$ cat config.mk
export PLATFORM = sky130hd
export DESIGN_NAME = efcr_report
export DESIGN_NICKNAME = d
export VERILOG_FILES = /design/src/pkg/efcr_pkg.sv /design/src/pkg/efcr_grade_if.sv /design/src/rtl/efcr_sector_grade.sv /design/src/rtl/efcr_report.sv
export VERILOG_INCLUDE_DIRS = /design/src /design/src/pkg
export SDC_FILE = /design/constraint.sdc
export NUM_CORES = 1
export LEC_CHECK = 0
export BUFFER_PORTS_ARGS = -buffer_cell sky130_fd_sc_hd__buf_4
export CORE_MARGIN = 4
export CORE_UTILIZATION = 24
export DETAILED_ROUTE_END_ITERATION = 10
export PLACE_DENSITY = 0.52
export REMOVE_ABC_BUFFERS = 1
export SKIP_CTS_REPAIR_TIMING = 1
export SLEW_MARGIN = 20
export SYNTH_ARGS = -nofsm -noshare
export SYNTH_HDL_FRONTEND = slang
export SYNTH_SLANG_ARGS = --single-unit
$ cat constraint.sdc
create_clock -name core_clk -period 14.25 [get_ports core_clk]
set_clock_uncertainty 0.05 [all_clocks]
set_input_delay 2.85 -clock core_clk [delete_from_list [all_inputs] [get_ports core_clk]]
set_output_delay 2.85 -clock core_clk [all_outputs]
set_load 0.005 [all_outputs]
$ cat src/pkg/efcr_regs.svh
// Feature addresses, field positions, codes and reset values of the flip count report
`ifndef EFCR_REGS_SVH
`define EFCR_REGS_SVH

// ----------------------------------------------------------------------------
// Feature addresses
// ----------------------------------------------------------------------------
`define EFCR_FA_THRESH_FLAGS 8'h20
`define EFCR_FA_PAGE_WORST   8'h30
`define EFCR_FA_COUNT_LOW    8'h40
`define EFCR_FA_COUNT_HIGH   8'h50

// ----------------------------------------------------------------------------
// Field positions and codes
// ----------------------------------------------------------------------------
`define EFCR_SECTORS         4
`define EFCR_WORST_MAX_LSB   4
`define EFCR_CODE_NONE       4'h0
`define EFCR_CODE_UNCORR     4'hF
`define EFCR_MAX_CORRECTED   8

// ----------------------------------------------------------------------------
// Reset values
// ----------------------------------------------------------------------------
`define EFCR_RST_BYTE        8'h00
`define EFCR_RST_FLAGS       4'h0

`endif

$ cat src/pkg/efcr_pkg.sv
// Types shared by the flip count report modules
package efcr_pkg;
  typedef logic [3:0] efcr_code_type;   // 4-bit flip count code
  typedef logic [1:0] efcr_index_type;  // Sector number 0..3
  typedef logic [7:0] efcr_byte_type;   // Feature address or data byte
endpackage

$ cat src/pkg/efcr_grade_if.sv
// Carrier between the report core and one sector grader
`timescale 1ns/1ps
interface efcr_grade_if #(
  parameter int RAW_W = 5
);
  logic [RAW_W-1:0]       raw;     // Held corrected flip count
  efcr_pkg::efcr_code_type thresh; // Threshold setting
  efcr_pkg::efcr_code_type code;   // Encoded 4-bit report
  logic                   hit;     // Code at or above threshold

  modport grader (input raw, input thresh, output code, output hit);
  modport user   (output raw, output thresh, input code, input hit);
endinterface

$ cat src/rtl/efcr_sector_grade.sv
// Encodes one sector's flip count and compares it with the threshold
`timescale 1ns/1ps
`include "efcr_regs.svh"
module efcr_sector_grade #(
  parameter int RAW_W = 5
) (
  input  wire logic    core_clk, // Clock, used by checks only
  input  wire logic    rst_b,    // Synchronous reset, active low
  efcr_grade_if.grader g         // Count in, code and flag out
);

  // ----------------------------------------------------------------------------
  // Encoding and threshold compare
  // ----------------------------------------------------------------------------
  // Zero stays zero, 1..8 pass through, anything beyond saturates to all ones
  always_comb begin
    if (g.raw > RAW_W'(`EFCR_MAX_CORRECTED)) begin
      g.code = `EFCR_CODE_UNCORR;
    end else begin
      g.code = efcr_pkg::efcr_code_type'(g.raw);
    end
  end

  // All-ones threshold then only catches uncorrectable sectors
  assign g.hit = (g.code >= g.thresh);

  // ----------------------------------------------------------------------------
  // Checks
  // ----------------------------------------------------------------------------
  chk_code_saturate: assert property (@(posedge core_clk) disable iff (!rst_b)
    (g.raw > RAW_W'(`EFCR_MAX_CORRECTED)) |-> (g.code == `EFCR_CODE_UNCORR))
    else $error("uncorrectable sector not reported as all ones");

  chk_code_exact: assert property (@(posedge core_clk) disable iff (!rst_b)
    (g.raw <= RAW_W'(`EFCR_MAX_CORRECTED)) |-> (RAW_W'(g.code) == g.raw))
    else $error("corrected flip count encoded wrongly");

  // Judged from the raw count, so a broken encoder or compare both show up
  chk_hit_compare: assert property (@(posedge core_clk) disable iff (!rst_b)
    g.hit == ((g.raw > RAW_W'(`EFCR_MAX_CORRECTED)) || (g.raw >= RAW_W'(g.thresh))))
    else $error("threshold flag disagrees with count");

endmodule

$ cat src/rtl/efcr_report.sv
// Flip count report core: per-sector flags, counts and page worst sector
`timescale 1ns/1ps
`include "efcr_regs.svh"
module efcr_report #(
  parameter int RAW_W = 5
) (
  input  wire logic                           core_clk,               // 10 MHz clock
  input  wire logic                           rst_b,                  // Synchronous reset, active low
  input  wire logic [3:0]                     flip_threshold_setting, // Threshold nibble
  input  wire logic [`EFCR_SECTORS*RAW_W-1:0] sector_raw_count,       // Corrected counts, sector 0 low
  input  wire logic                           page_load_done,         // ECC page load finished, pulse
  input  wire logic                           buffer_read_done,       // Buffer read finished, pulse
  input  wire logic [7:0]                     feat_addr,              // Feature address
  input  wire logic                           feat_rd,                // Feature read strobe
  input  wire logic                           feat_wr,                // Feature write strobe
  input  wire logic [7:0]                     feat_wdata,             // Feature write data
  output logic      [7:0]                     feat_rdata,             // Read data, registered
  output logic                                feat_rvalid,            // Read data valid, pulse
  output logic                                feat_wack,              // Write taken, pulse
  output logic      [3:0]                     sector_threshold_flag   // Per-sector flags
);

  // ----------------------------------------------------------------------------
  // Held state
  // ----------------------------------------------------------------------------
  logic [RAW_W-1:0]         raw_q [`EFCR_SECTORS];   // Counts of the last checked page
  logic [3:0]               flags_q;                 // Threshold flags
  efcr_pkg::efcr_byte_type  rdata_q;
  efcr_pkg::efcr_byte_type  rdata_d;
  logic                     rvalid_q;
  logic                     wack_q;
  efcr_pkg::efcr_code_type  code_w [`EFCR_SECTORS]; // Encoded codes
  logic [3:0]               hit_w;                   // Compare results
  logic [15:0]              count_report;            // Packed codes
  efcr_pkg::efcr_code_type  max_code;
  efcr_pkg::efcr_index_type max_idx;
  efcr_pkg::efcr_byte_type  worst_byte;
  logic                     tie_ok;                  // Check helper

  efcr_grade_if #(.RAW_W(RAW_W)) gi [`EFCR_SECTORS] ();

  // ----------------------------------------------------------------------------
  // One grader per sector
  // ----------------------------------------------------------------------------
  for (genvar i = 0; i < `EFCR_SECTORS; i++) begin : g_sector
    assign gi[i].raw    = raw_q[i];
    assign gi[i].thresh = flip_threshold_setting;
    assign code_w[i]    = gi[i].code;
    assign hit_w[i]     = gi[i].hit;

    efcr_sector_grade #(
      .RAW_W (RAW_W)
    ) u_grade (
      .core_clk (core_clk),
      .rst_b    (rst_b),
      .g        (gi[i])
    );
  end

  // ----------------------------------------------------------------------------
  // Capture of the page counts
  // ----------------------------------------------------------------------------
  // Only the ECC page load refreshes counts; host accesses never touch them
  always_ff @(posedge core_clk) begin
    if (!rst_b) begin
      for (int i = 0; i < `EFCR_SECTORS; i++) begin
        raw_q[i] <= '0;
      end
    end else if (page_load_done) begin
      for (int i = 0; i < `EFCR_SECTORS; i++) begin
        raw_q[i] <= sector_raw_count[i*RAW_W +: RAW_W];
      end
    end
  end

  // ----------------------------------------------------------------------------
  // Threshold flags
  // ----------------------------------------------------------------------------
  // Compared at the buffer read so a threshold changed after the load counts
  always_ff @(posedge core_clk) begin
    if (!rst_b) begin
      flags_q <= `EFCR_RST_FLAGS;
    end else if (buffer_read_done) begin
      flags_q <= hit_w;
    end
  end

  // ----------------------------------------------------------------------------
  // Packed counts and page maximum
  // ----------------------------------------------------------------------------
  assign count_report = {code_w[3], code_w[2], code_w[1], code_w[0]};

  // Strictly-greater scan from sector 0 keeps the lowest index on a tie
  always_comb begin
    max_code = code_w[0];
    max_idx  = '0;
    for (int i = 1; i < `EFCR_SECTORS; i++) begin
      if (code_w[i] > max_code) begin
        max_code = code_w[i];
        max_idx  = efcr_pkg::efcr_index_type'(i);
      end
    end
  end

  // Reserved bits 3 and 2 read zero; the index fills bits 1 to 0
  assign worst_byte = {max_code, 1'b0, 1'b0, max_idx};

  // ----------------------------------------------------------------------------
  // Feature read port
  // ----------------------------------------------------------------------------
  // Unmapped addresses read zero rather than stale data
  always_comb begin
    unique case (feat_addr)
      `EFCR_FA_THRESH_FLAGS: rdata_d = {4'h0, flags_q};
      `EFCR_FA_PAGE_WORST:   rdata_d = worst_byte;
      `EFCR_FA_COUNT_LOW:    rdata_d = count_report[7:0];
      `EFCR_FA_COUNT_HIGH:   rdata_d = count_report[15:8];
      default:               rdata_d = `EFCR_RST_BYTE;
    endcase
  end

  // Data is held after the read so slow hosts may sample late
  always_ff @(posedge core_clk) begin
    if (!rst_b) begin
      rdata_q  <= `EFCR_RST_BYTE;
      rvalid_q <= 1'b0;
    end else begin
      rvalid_q <= feat_rd;
      if (feat_rd) begin
        rdata_q <= rdata_d;
      end
    end
  end

  // ----------------------------------------------------------------------------
  // Feature write port
  // ----------------------------------------------------------------------------
  // Every field is status only: the write is acknowledged and the data dropped
  always_ff @(posedge core_clk) begin
    if (!rst_b) begin
      wack_q <= 1'b0;
    end else begin
      wack_q <= feat_wr & (feat_wdata == feat_wdata);
    end
  end

  assign feat_rdata            = rdata_q;
  assign feat_rvalid           = rvalid_q;
  assign feat_wack             = wack_q;
  assign sector_threshold_flag = flags_q;

  // ----------------------------------------------------------------------------
  // Checks
  // ----------------------------------------------------------------------------
  // Every lower sector must be strictly below the reported maximum
  always_comb begin
    tie_ok = (code_w[max_idx] == max_code);
    for (int i = 0; i < `EFCR_SECTORS; i++) begin
      if (efcr_pkg::efcr_index_type'(i) < max_idx && code_w[i] >= max_code) begin
        tie_ok = 1'b0;
      end
    end
  end

  chk_flag_update: assert property (@(posedge core_clk) disable iff (!rst_b)
    buffer_read_done |=> (flags_q == $past(hit_w)))
    else $error("flags not updated at buffer read");

  chk_flag_no_load: assert property (@(posedge core_clk) disable iff (!rst_b)
    (page_load_done && !buffer_read_done) |=> $stable(flags_q))
    else $error("flags changed by page load");

  chk_low_readback: assert property (@(posedge core_clk) disable iff (!rst_b)
    (feat_rd && feat_addr == `EFCR_FA_COUNT_LOW) |=>
      (feat_rvalid && feat_rdata == {$past(code_w[1]), $past(code_w[0])}))
    else $error("low count byte wrong");

  chk_high_readback: assert property (@(posedge core_clk) disable iff (!rst_b)
    (feat_rd && feat_addr == `EFCR_FA_COUNT_HIGH) |=>
      (feat_rvalid && feat_rdata == {$past(code_w[3]), $past(code_w[2])}))
    else $error("high count byte wrong");

  chk_worst_max: assert property (@(posedge core_clk) disable iff (!rst_b)
    (max_code >= code_w[0]) && (max_code >= code_w[1]) &&
    (max_code >= code_w[2]) && (max_code >= code_w[3]))
    else $error("page maximum below a sector count");

  chk_worst_tie: assert property (@(posedge core_clk) disable iff (!rst_b)
    tie_ok)
    else $error("worst sector index not lowest of ties");

  chk_worst_read: assert property (@(posedge core_clk) disable iff (!rst_b)
    (feat_rd && feat_addr == `EFCR_FA_PAGE_WORST) |=>
      (feat_rdata[7:4] == $past(max_code) && feat_rdata[1:0] == $past(max_idx) && feat_rdata[3:2] == 2'h0))
    else $error("page worst byte wrong");

  chk_count_hold: assert property (@(posedge core_clk) disable iff (!rst_b)
    !page_load_done |=> (raw_q[0] == $past(raw_q[0]) && raw_q[3] == $past(raw_q[3])))
    else $error("counts changed without a page load");

  chk_write_inert: assert property (@(posedge core_clk) disable iff (!rst_b)
    (feat_wr && !page_load_done && !buffer_read_done) |=> (feat_wack && $stable(flags_q) && $stable(max_code)))
    else $error("write disturbed status");

endmodule

Word level (Yosys, flattened, before mapping)
Memory sizes are Yosys's and may differ from the RTL's.
Index checks and enable logic that the tools add are counted.
- memory bits (writable): 20
- output and inout port bits: 14
- memories kept: 1
- latch bits: 0
- word-level logic and storage cells: 43
- bits of input ports: 46
- register bits after elaboration: 14
- ROM bits: 0
- memories (name ; words ; width ; read ports ; clocked after Yosys merged registers in ; wr ports ; RTL line ; source):
    raw_q ; 4 ; 5 ; 4 ; 0 ; 4 ; efcr_report.sv:26 ; logic [RAW_W-1:0] raw_q [`EFCR_SECTORS];
- div/mod/pow operators: 0
- magnitude comparators: 11
- multipliers: 0
- bitwise gates (word level): 4
- mux-type cells: 19
- reductions and logical operators: 0
- add/subtract/negate cells: 0
- shift-type cells: 0
- equality and inequality tests: 4
- operators with widths (operator ; number):
    one-hot mux 8 bit (4 select lines) ; 1
    2-to-1 mux 4 bit ; 7
    greater-than comparator 5 x 4 -> 1 bit, second input constant ; 4
    2-to-1 mux 5 bit ; 4
    == test 8 x 6 -> 1 bit, second input constant ; 2
    == test 8 x 7 -> 1 bit, second input constant ; 2
    greater-or-equal comparator 4 bit ; 4
    greater-than comparator 4 bit ; 3
    2-to-1 mux 1 bit ; 5
    2-to-1 mux 2 bit ; 2
    bitwise OR 1 bit ; 4

Depth between registers and ports, before layout
An unclocked memory read counts as a cell.
- depth in word-level cells: 10
- gate-level depth with buffers: 23
- depth with buffers taken out: 21

Modules after synthesis
From an unflattened synthesis, not the netlist that was laid out.
- cell total of the unflattened synthesis: 281
- area, all modules: 2653.8 um^2
- modules (own cells, without submodules) (module ; cells each ; area each (um^2) ; times used):
    efcr_report ; 189 ; 1988.2 ; 1
    efcr_sector_grade ; 23 ; 166.4 ; 4

Worst setup path after synthesis
OpenSTA, ideal clock, no wires.
- path kind: register to register
- start point: mem raw_q[1][1]
- end point: reg rdata_q[7] (netlist: feat_rdata[7])
- clock period less this slack: 4777 ps
- library setup time: 119 ps
- stages on the path, launching flop included: 22
- arrival: 4608 ps
- slack: 9473 ps
- cell sequence: edfxtp_1 o21a_1 nor3_1 ha_1 and4_1 a211o_1 mux2_4 inv_1 ha_1 nand4_1 o21ai_0 a21oi_1 clkbuf_1 mux2_2 ha_1 nand2_1 o21ai_0 and2_1 clkbuf_1 o21ai_0 a221o_1 o2bb2ai_1
- RTL lines (element ; RTL line ; source):
    from (decl) ; efcr_report.sv:26 ;
    to (signal assigned) ; efcr_report.sv:125 ; rdata_q <= `EFCR_RST_BYTE;
    to (signal assigned) ; efcr_report.sv:130 ; rdata_q <= rdata_d;
    to (decl) ; efcr_report.sv:28 ; efcr_pkg::efcr_byte_type rdata_q;

==> summary.md <==
The run finished with clean final reports. The number of cells on the worst hold path is 2, and the area of the mapped netlist is 0.00247 mm². TritonCTS created 5 clock buffers. The logs give 2102 for the total number of vias and 60 for the number of top-level pins. The first global-routing pass estimated 10300 µm of wire.

The number of H-tree branching levels was 2; the maximum clock insertion buffer count was 2. The final routed wire length divided by cell count is 13.7 µm, and the placed instance count is 448. Share of cells above drive strength 1: 0.226. Relative to the synthesized area, the layout overhead comes to 24.7%.

In the post-synthesis netlist, the biggest area contributors are sky130_fd_sc_hd__edfxtp_1 24%, sky130_fd_sc_hd__ha_1 13%, sky130_fd_sc_hd__dfxtp_1 11%, sky130_fd_sc_hd__o21ai_0 5.9%, sky130_fd_sc_hd__and3_1 5.3%. The tools report the remaining design rule violation count as 0. Via count normalized by instance count: 4.61.

Traced cell by cell, the critical path runs through o21a_1 -> nor3_1 -> ha_1 -> and4_1 -> a211o_1 -> mux2_4 -> inv_1 -> ha_1 -> nand4_1 -> o21ai_0 -> a21oi_1 -> mux2_2 -> ha_1 -> nand2_1 -> o21ai_0 -> and2_1 -> o21ai_0 -> a221o_1 -> o2bb2ai_1. The top cell types in the final layout, fill and taps aside, are 51 x sky130_fd_sc_hd__buf_4, 29 x sky130_fd_sc_hd__o21ai_0, 26 x sky130_fd_sc_hd__ha_1. The tools report the origin of the critical flop-to-flop path as raw_q[1][1].

The tools report the sequential standard cell area as 881 µm². Number of antenna violations at the first check in global routing: 0. For the pin with the worst max-slew slack, the measured transition is 0.859 ns. Tracing the worst setup path back leads to its startpoint at raw_q[1][1]. The setup slack of the worst register-to-register path came out at 8.52 ns. Measured in cells, the most critical reg-to-reg path has a length of 19. Leaving out fill and tap cells, the most frequent cell in the layout is sky130_fd_sc_hd__buf_4.

The tools report the max-slew violation count as 0. Derived from the worst setup path, the maximum achievable clock frequency is 175 MHz. The count of inserted antenna diode cells was 0; the logic depth of the worst setup path including buffers was 19. The all-layer global routing usage came out at 0.110. For the worst setup path, the data arrival time is 5.85 ns.

The run gives 0 as the antenna violation net count after detailed routing. The biggest area contributor in the post-synthesis netlist is sky130_fd_sc_hd__edfxtp_1. In this run the worst path has a maximum fanout of 11. The count of different cell masters after synthesis was 53. The starting density of the core came out at 0.249.

After synthesis the netlist holds a flip-flop and latch count of 34. The global placement routability congestion is 0.883, and the count of synthesis-stage warnings from yosys is 0. The headroom to the max-slew limit was 0.427. The tool flagged a number of max-cap violations equal to 0. The predominant post-synthesis flop cell is sky130_fd_sc_hd__edfxtp_1. The first routing iteration left 75 violations. The finished cells cover 0.00308 mm².

The tools report the final wirelength as 6250 µm. The cell family contributing the most delay on the critical path was compound AO/OA/AOI/OAI gates. TritonCTS built the clock tree. The number of global-route vias before repair was 2121; the area of the core region was 0.00991 mm². Worst hold path startpoint: feat_rdata[1]. Type of the worst min-delay path: flip-flop to flip-flop. Average cell area after synthesis: 8.97 µm².

The worst setup path is captured at a flip-flop. Summing all placed instances gives a cell area of 0.00297 mm². The synthesized design contains 20 enable-type register cells. In this run the vertical extent of the chip is 109 µm. The tools report the number of standard-cell rows in the floorplan as 36. Detailed placement finished with a half-perimeter wire length of 5060 µm. The maximum ir drop on the vdd rail was 0.0000458 V. The number of nets in the layout came out at 394. For this design the static power due to leakage is 0.00137 µW. The die width is 109 µm. Buffers placed on the I/O ports in this run total 51. The sum of negative setup slack is 0 ns. The worst setup path is of the flip-flop to flip-flop kind. The clock input transition at the sequential cells of the worst setup and hold paths works out to 0.07 ns.

The later pin in the worst-skew pair is clocked with a latency of 0.29 ns. The multi-input combinational cells in the finished layout cover a total of 0.00147 mm². Summed over all layers, the global routing overflow is 0. For the number of failing setup endpoints in the final timing report, the log shows 0. The worst path buffer plus inverter count was 1. The tools report the number of optimization iterations in the first detailed-route pass as 4.

The tools report the number of standard cells in the layout, taps in and fillers out as 456. For this design the ratio of total power to cell area is 106 mW/mm². The smallest clock period supported by the final layout is computed as 5.73 ns. For this run, the slowest stage of the critical path takes 0.65 ns.

Fraction of post-synthesis cell area in the top cell type by area: 0.244. Entering global routing, the biggest net connects 36 pins. TritonCTS sink count: 34. Synthesis produced 275 cells. The fraction of the yosys area taken by sequential cells was 0.357; the async set-or-reset flop fraction in the synthesized netlist was 0. The die covers 0.0120 mm². Fill cells in the final layout number 1088. Setup repair after global routing left no endpoint under its margin.

The tree is rooted in a sky130_fd_sc_hd__clkbuf_8. The nature of the critical path startpoint was a flip-flop. STA puts the critical path data required time at 14.37 ns. The run gives 0.494 ns as the worst hold margin.

The portion of the clock cycle consumed by the worst path in the final layout is 0.402, and the final hold violation count is 0. For this design, the slowest cell found on the critical path is sky130_fd_sc_hd__a21oi_1.
[path summary, 6_finish.rpt]
check,endpoint
min reg2reg,feat_rdata[1]
max reg2reg,feat_rdata[7]
min,feat_rdata[1]
max,feat_rdata[7]
[sequential cells by signal (all words and copies together), names as in the netlist]
signal	flops
feat_rvalid	1
sector_threshold_flag	4
feat_rdata	8
raw_q	20
feat_wack	1
[where the power goes]
group	internal, µW	switching (µW)
logic	55.4	68.2
clock network	52.2	35.6
registers	111	5.02
total	218	109
[per-stage QoR]
step	util	total power, µW	setup WS, ns
floorplan	-	204	9.51
global placement	0.299	239	8.67
detailed placement	0.299	241	8.62
CTS	0.310	331	8.60
global route	0.310	354	8.16
finish	0.310	327	8.52
[area by class of cell]
class,instances,share of cell area
Timing Repair Buffer,51,0.124
Tap cell,133,0.0541
Inverter,17,0.0207
Clock buffer,6,0.0236
Sequential cell,34,0.286
Multi-Input combinational cell,213,0.478
Clock inverter,2,0.0122
[cell families after synthesis]
logic type                 after synthesis  synth area share
xor gates and xnor gates                 3            0.0107
buffers and inverters                   28            0.0462
DFF                                     34             0.357
and+or+nand+nor                         98             0.224
adders and majority gates               27             0.136
AOI/OAI and AO/OA                       80             0.202
muxes                                    5            0.0244
[worst register-to-register path: stages, from the launching register on]
cell	delay, ns
sky130_fd_sc_hd__edfxtp_1	0.42
sky130_fd_sc_hd__o21a_1	0.20
sky130_fd_sc_hd__nor3_1	0.62
sky130_fd_sc_hd__ha_1	0.35
sky130_fd_sc_hd__and4_1	0.15
sky130_fd_sc_hd__a211o_1	0.37
sky130_fd_sc_hd__mux2_4	0.35
sky130_fd_sc_hd__inv_1	0.06
sky130_fd_sc_hd__ha_1	0.21
sky130_fd_sc_hd__nand4_1	0.06
sky130_fd_sc_hd__o21ai_0	0.08
sky130_fd_sc_hd__a21oi_1	0.65
sky130_fd_sc_hd__mux2_2	0.42
sky130_fd_sc_hd__ha_1	0.32
sky130_fd_sc_hd__nand2_1	0.05
sky130_fd_sc_hd__o21ai_0	0.30
sky130_fd_sc_hd__and2_1	0.39
sky130_fd_sc_hd__o21ai_0	0.15
sky130_fd_sc_hd__a221o_1	0.30
sky130_fd_sc_hd__o2bb2ai_1	0.11
[Yosys cell counts, types with 5 or more instances]
library cell	n
sky130_fd_sc_hd__clkbuf_1	9
sky130_fd_sc_hd__ha_1	26
sky130_fd_sc_hd__inv_1	16
sky130_fd_sc_hd__nor2_1	19
sky130_fd_sc_hd__nor2b_1	5
sky130_fd_sc_hd__dfxtp_1	14
sky130_fd_sc_hd__o21ai_0	29
sky130_fd_sc_hd__and3_1	21
sky130_fd_sc_hd__nand2_1	20
sky130_fd_sc_hd__nand2b_1	6
sky130_fd_sc_hd__and2_1	5
sky130_fd_sc_hd__a21o_1	8
sky130_fd_sc_hd__o21a_1	5
sky130_fd_sc_hd__edfxtp_1	20
sky130_fd_sc_hd__a21oi_1	15
[layer usage]
metal / GRT usage / vias to the layer above / share of wire / wire length [µm]
met4: 0.0321 / 0 / 0.015 / 95
met1: 0.146 / 948 / 0.47 / 2930
met3: 0.0247 / 8 / 0.046 / 290
met2: 0.179 / 46 / 0.47 / 2930
met5: 0 / - / 0 / 0
li1: - / 1100 / - / -
(Power assumes the default switching activity.)
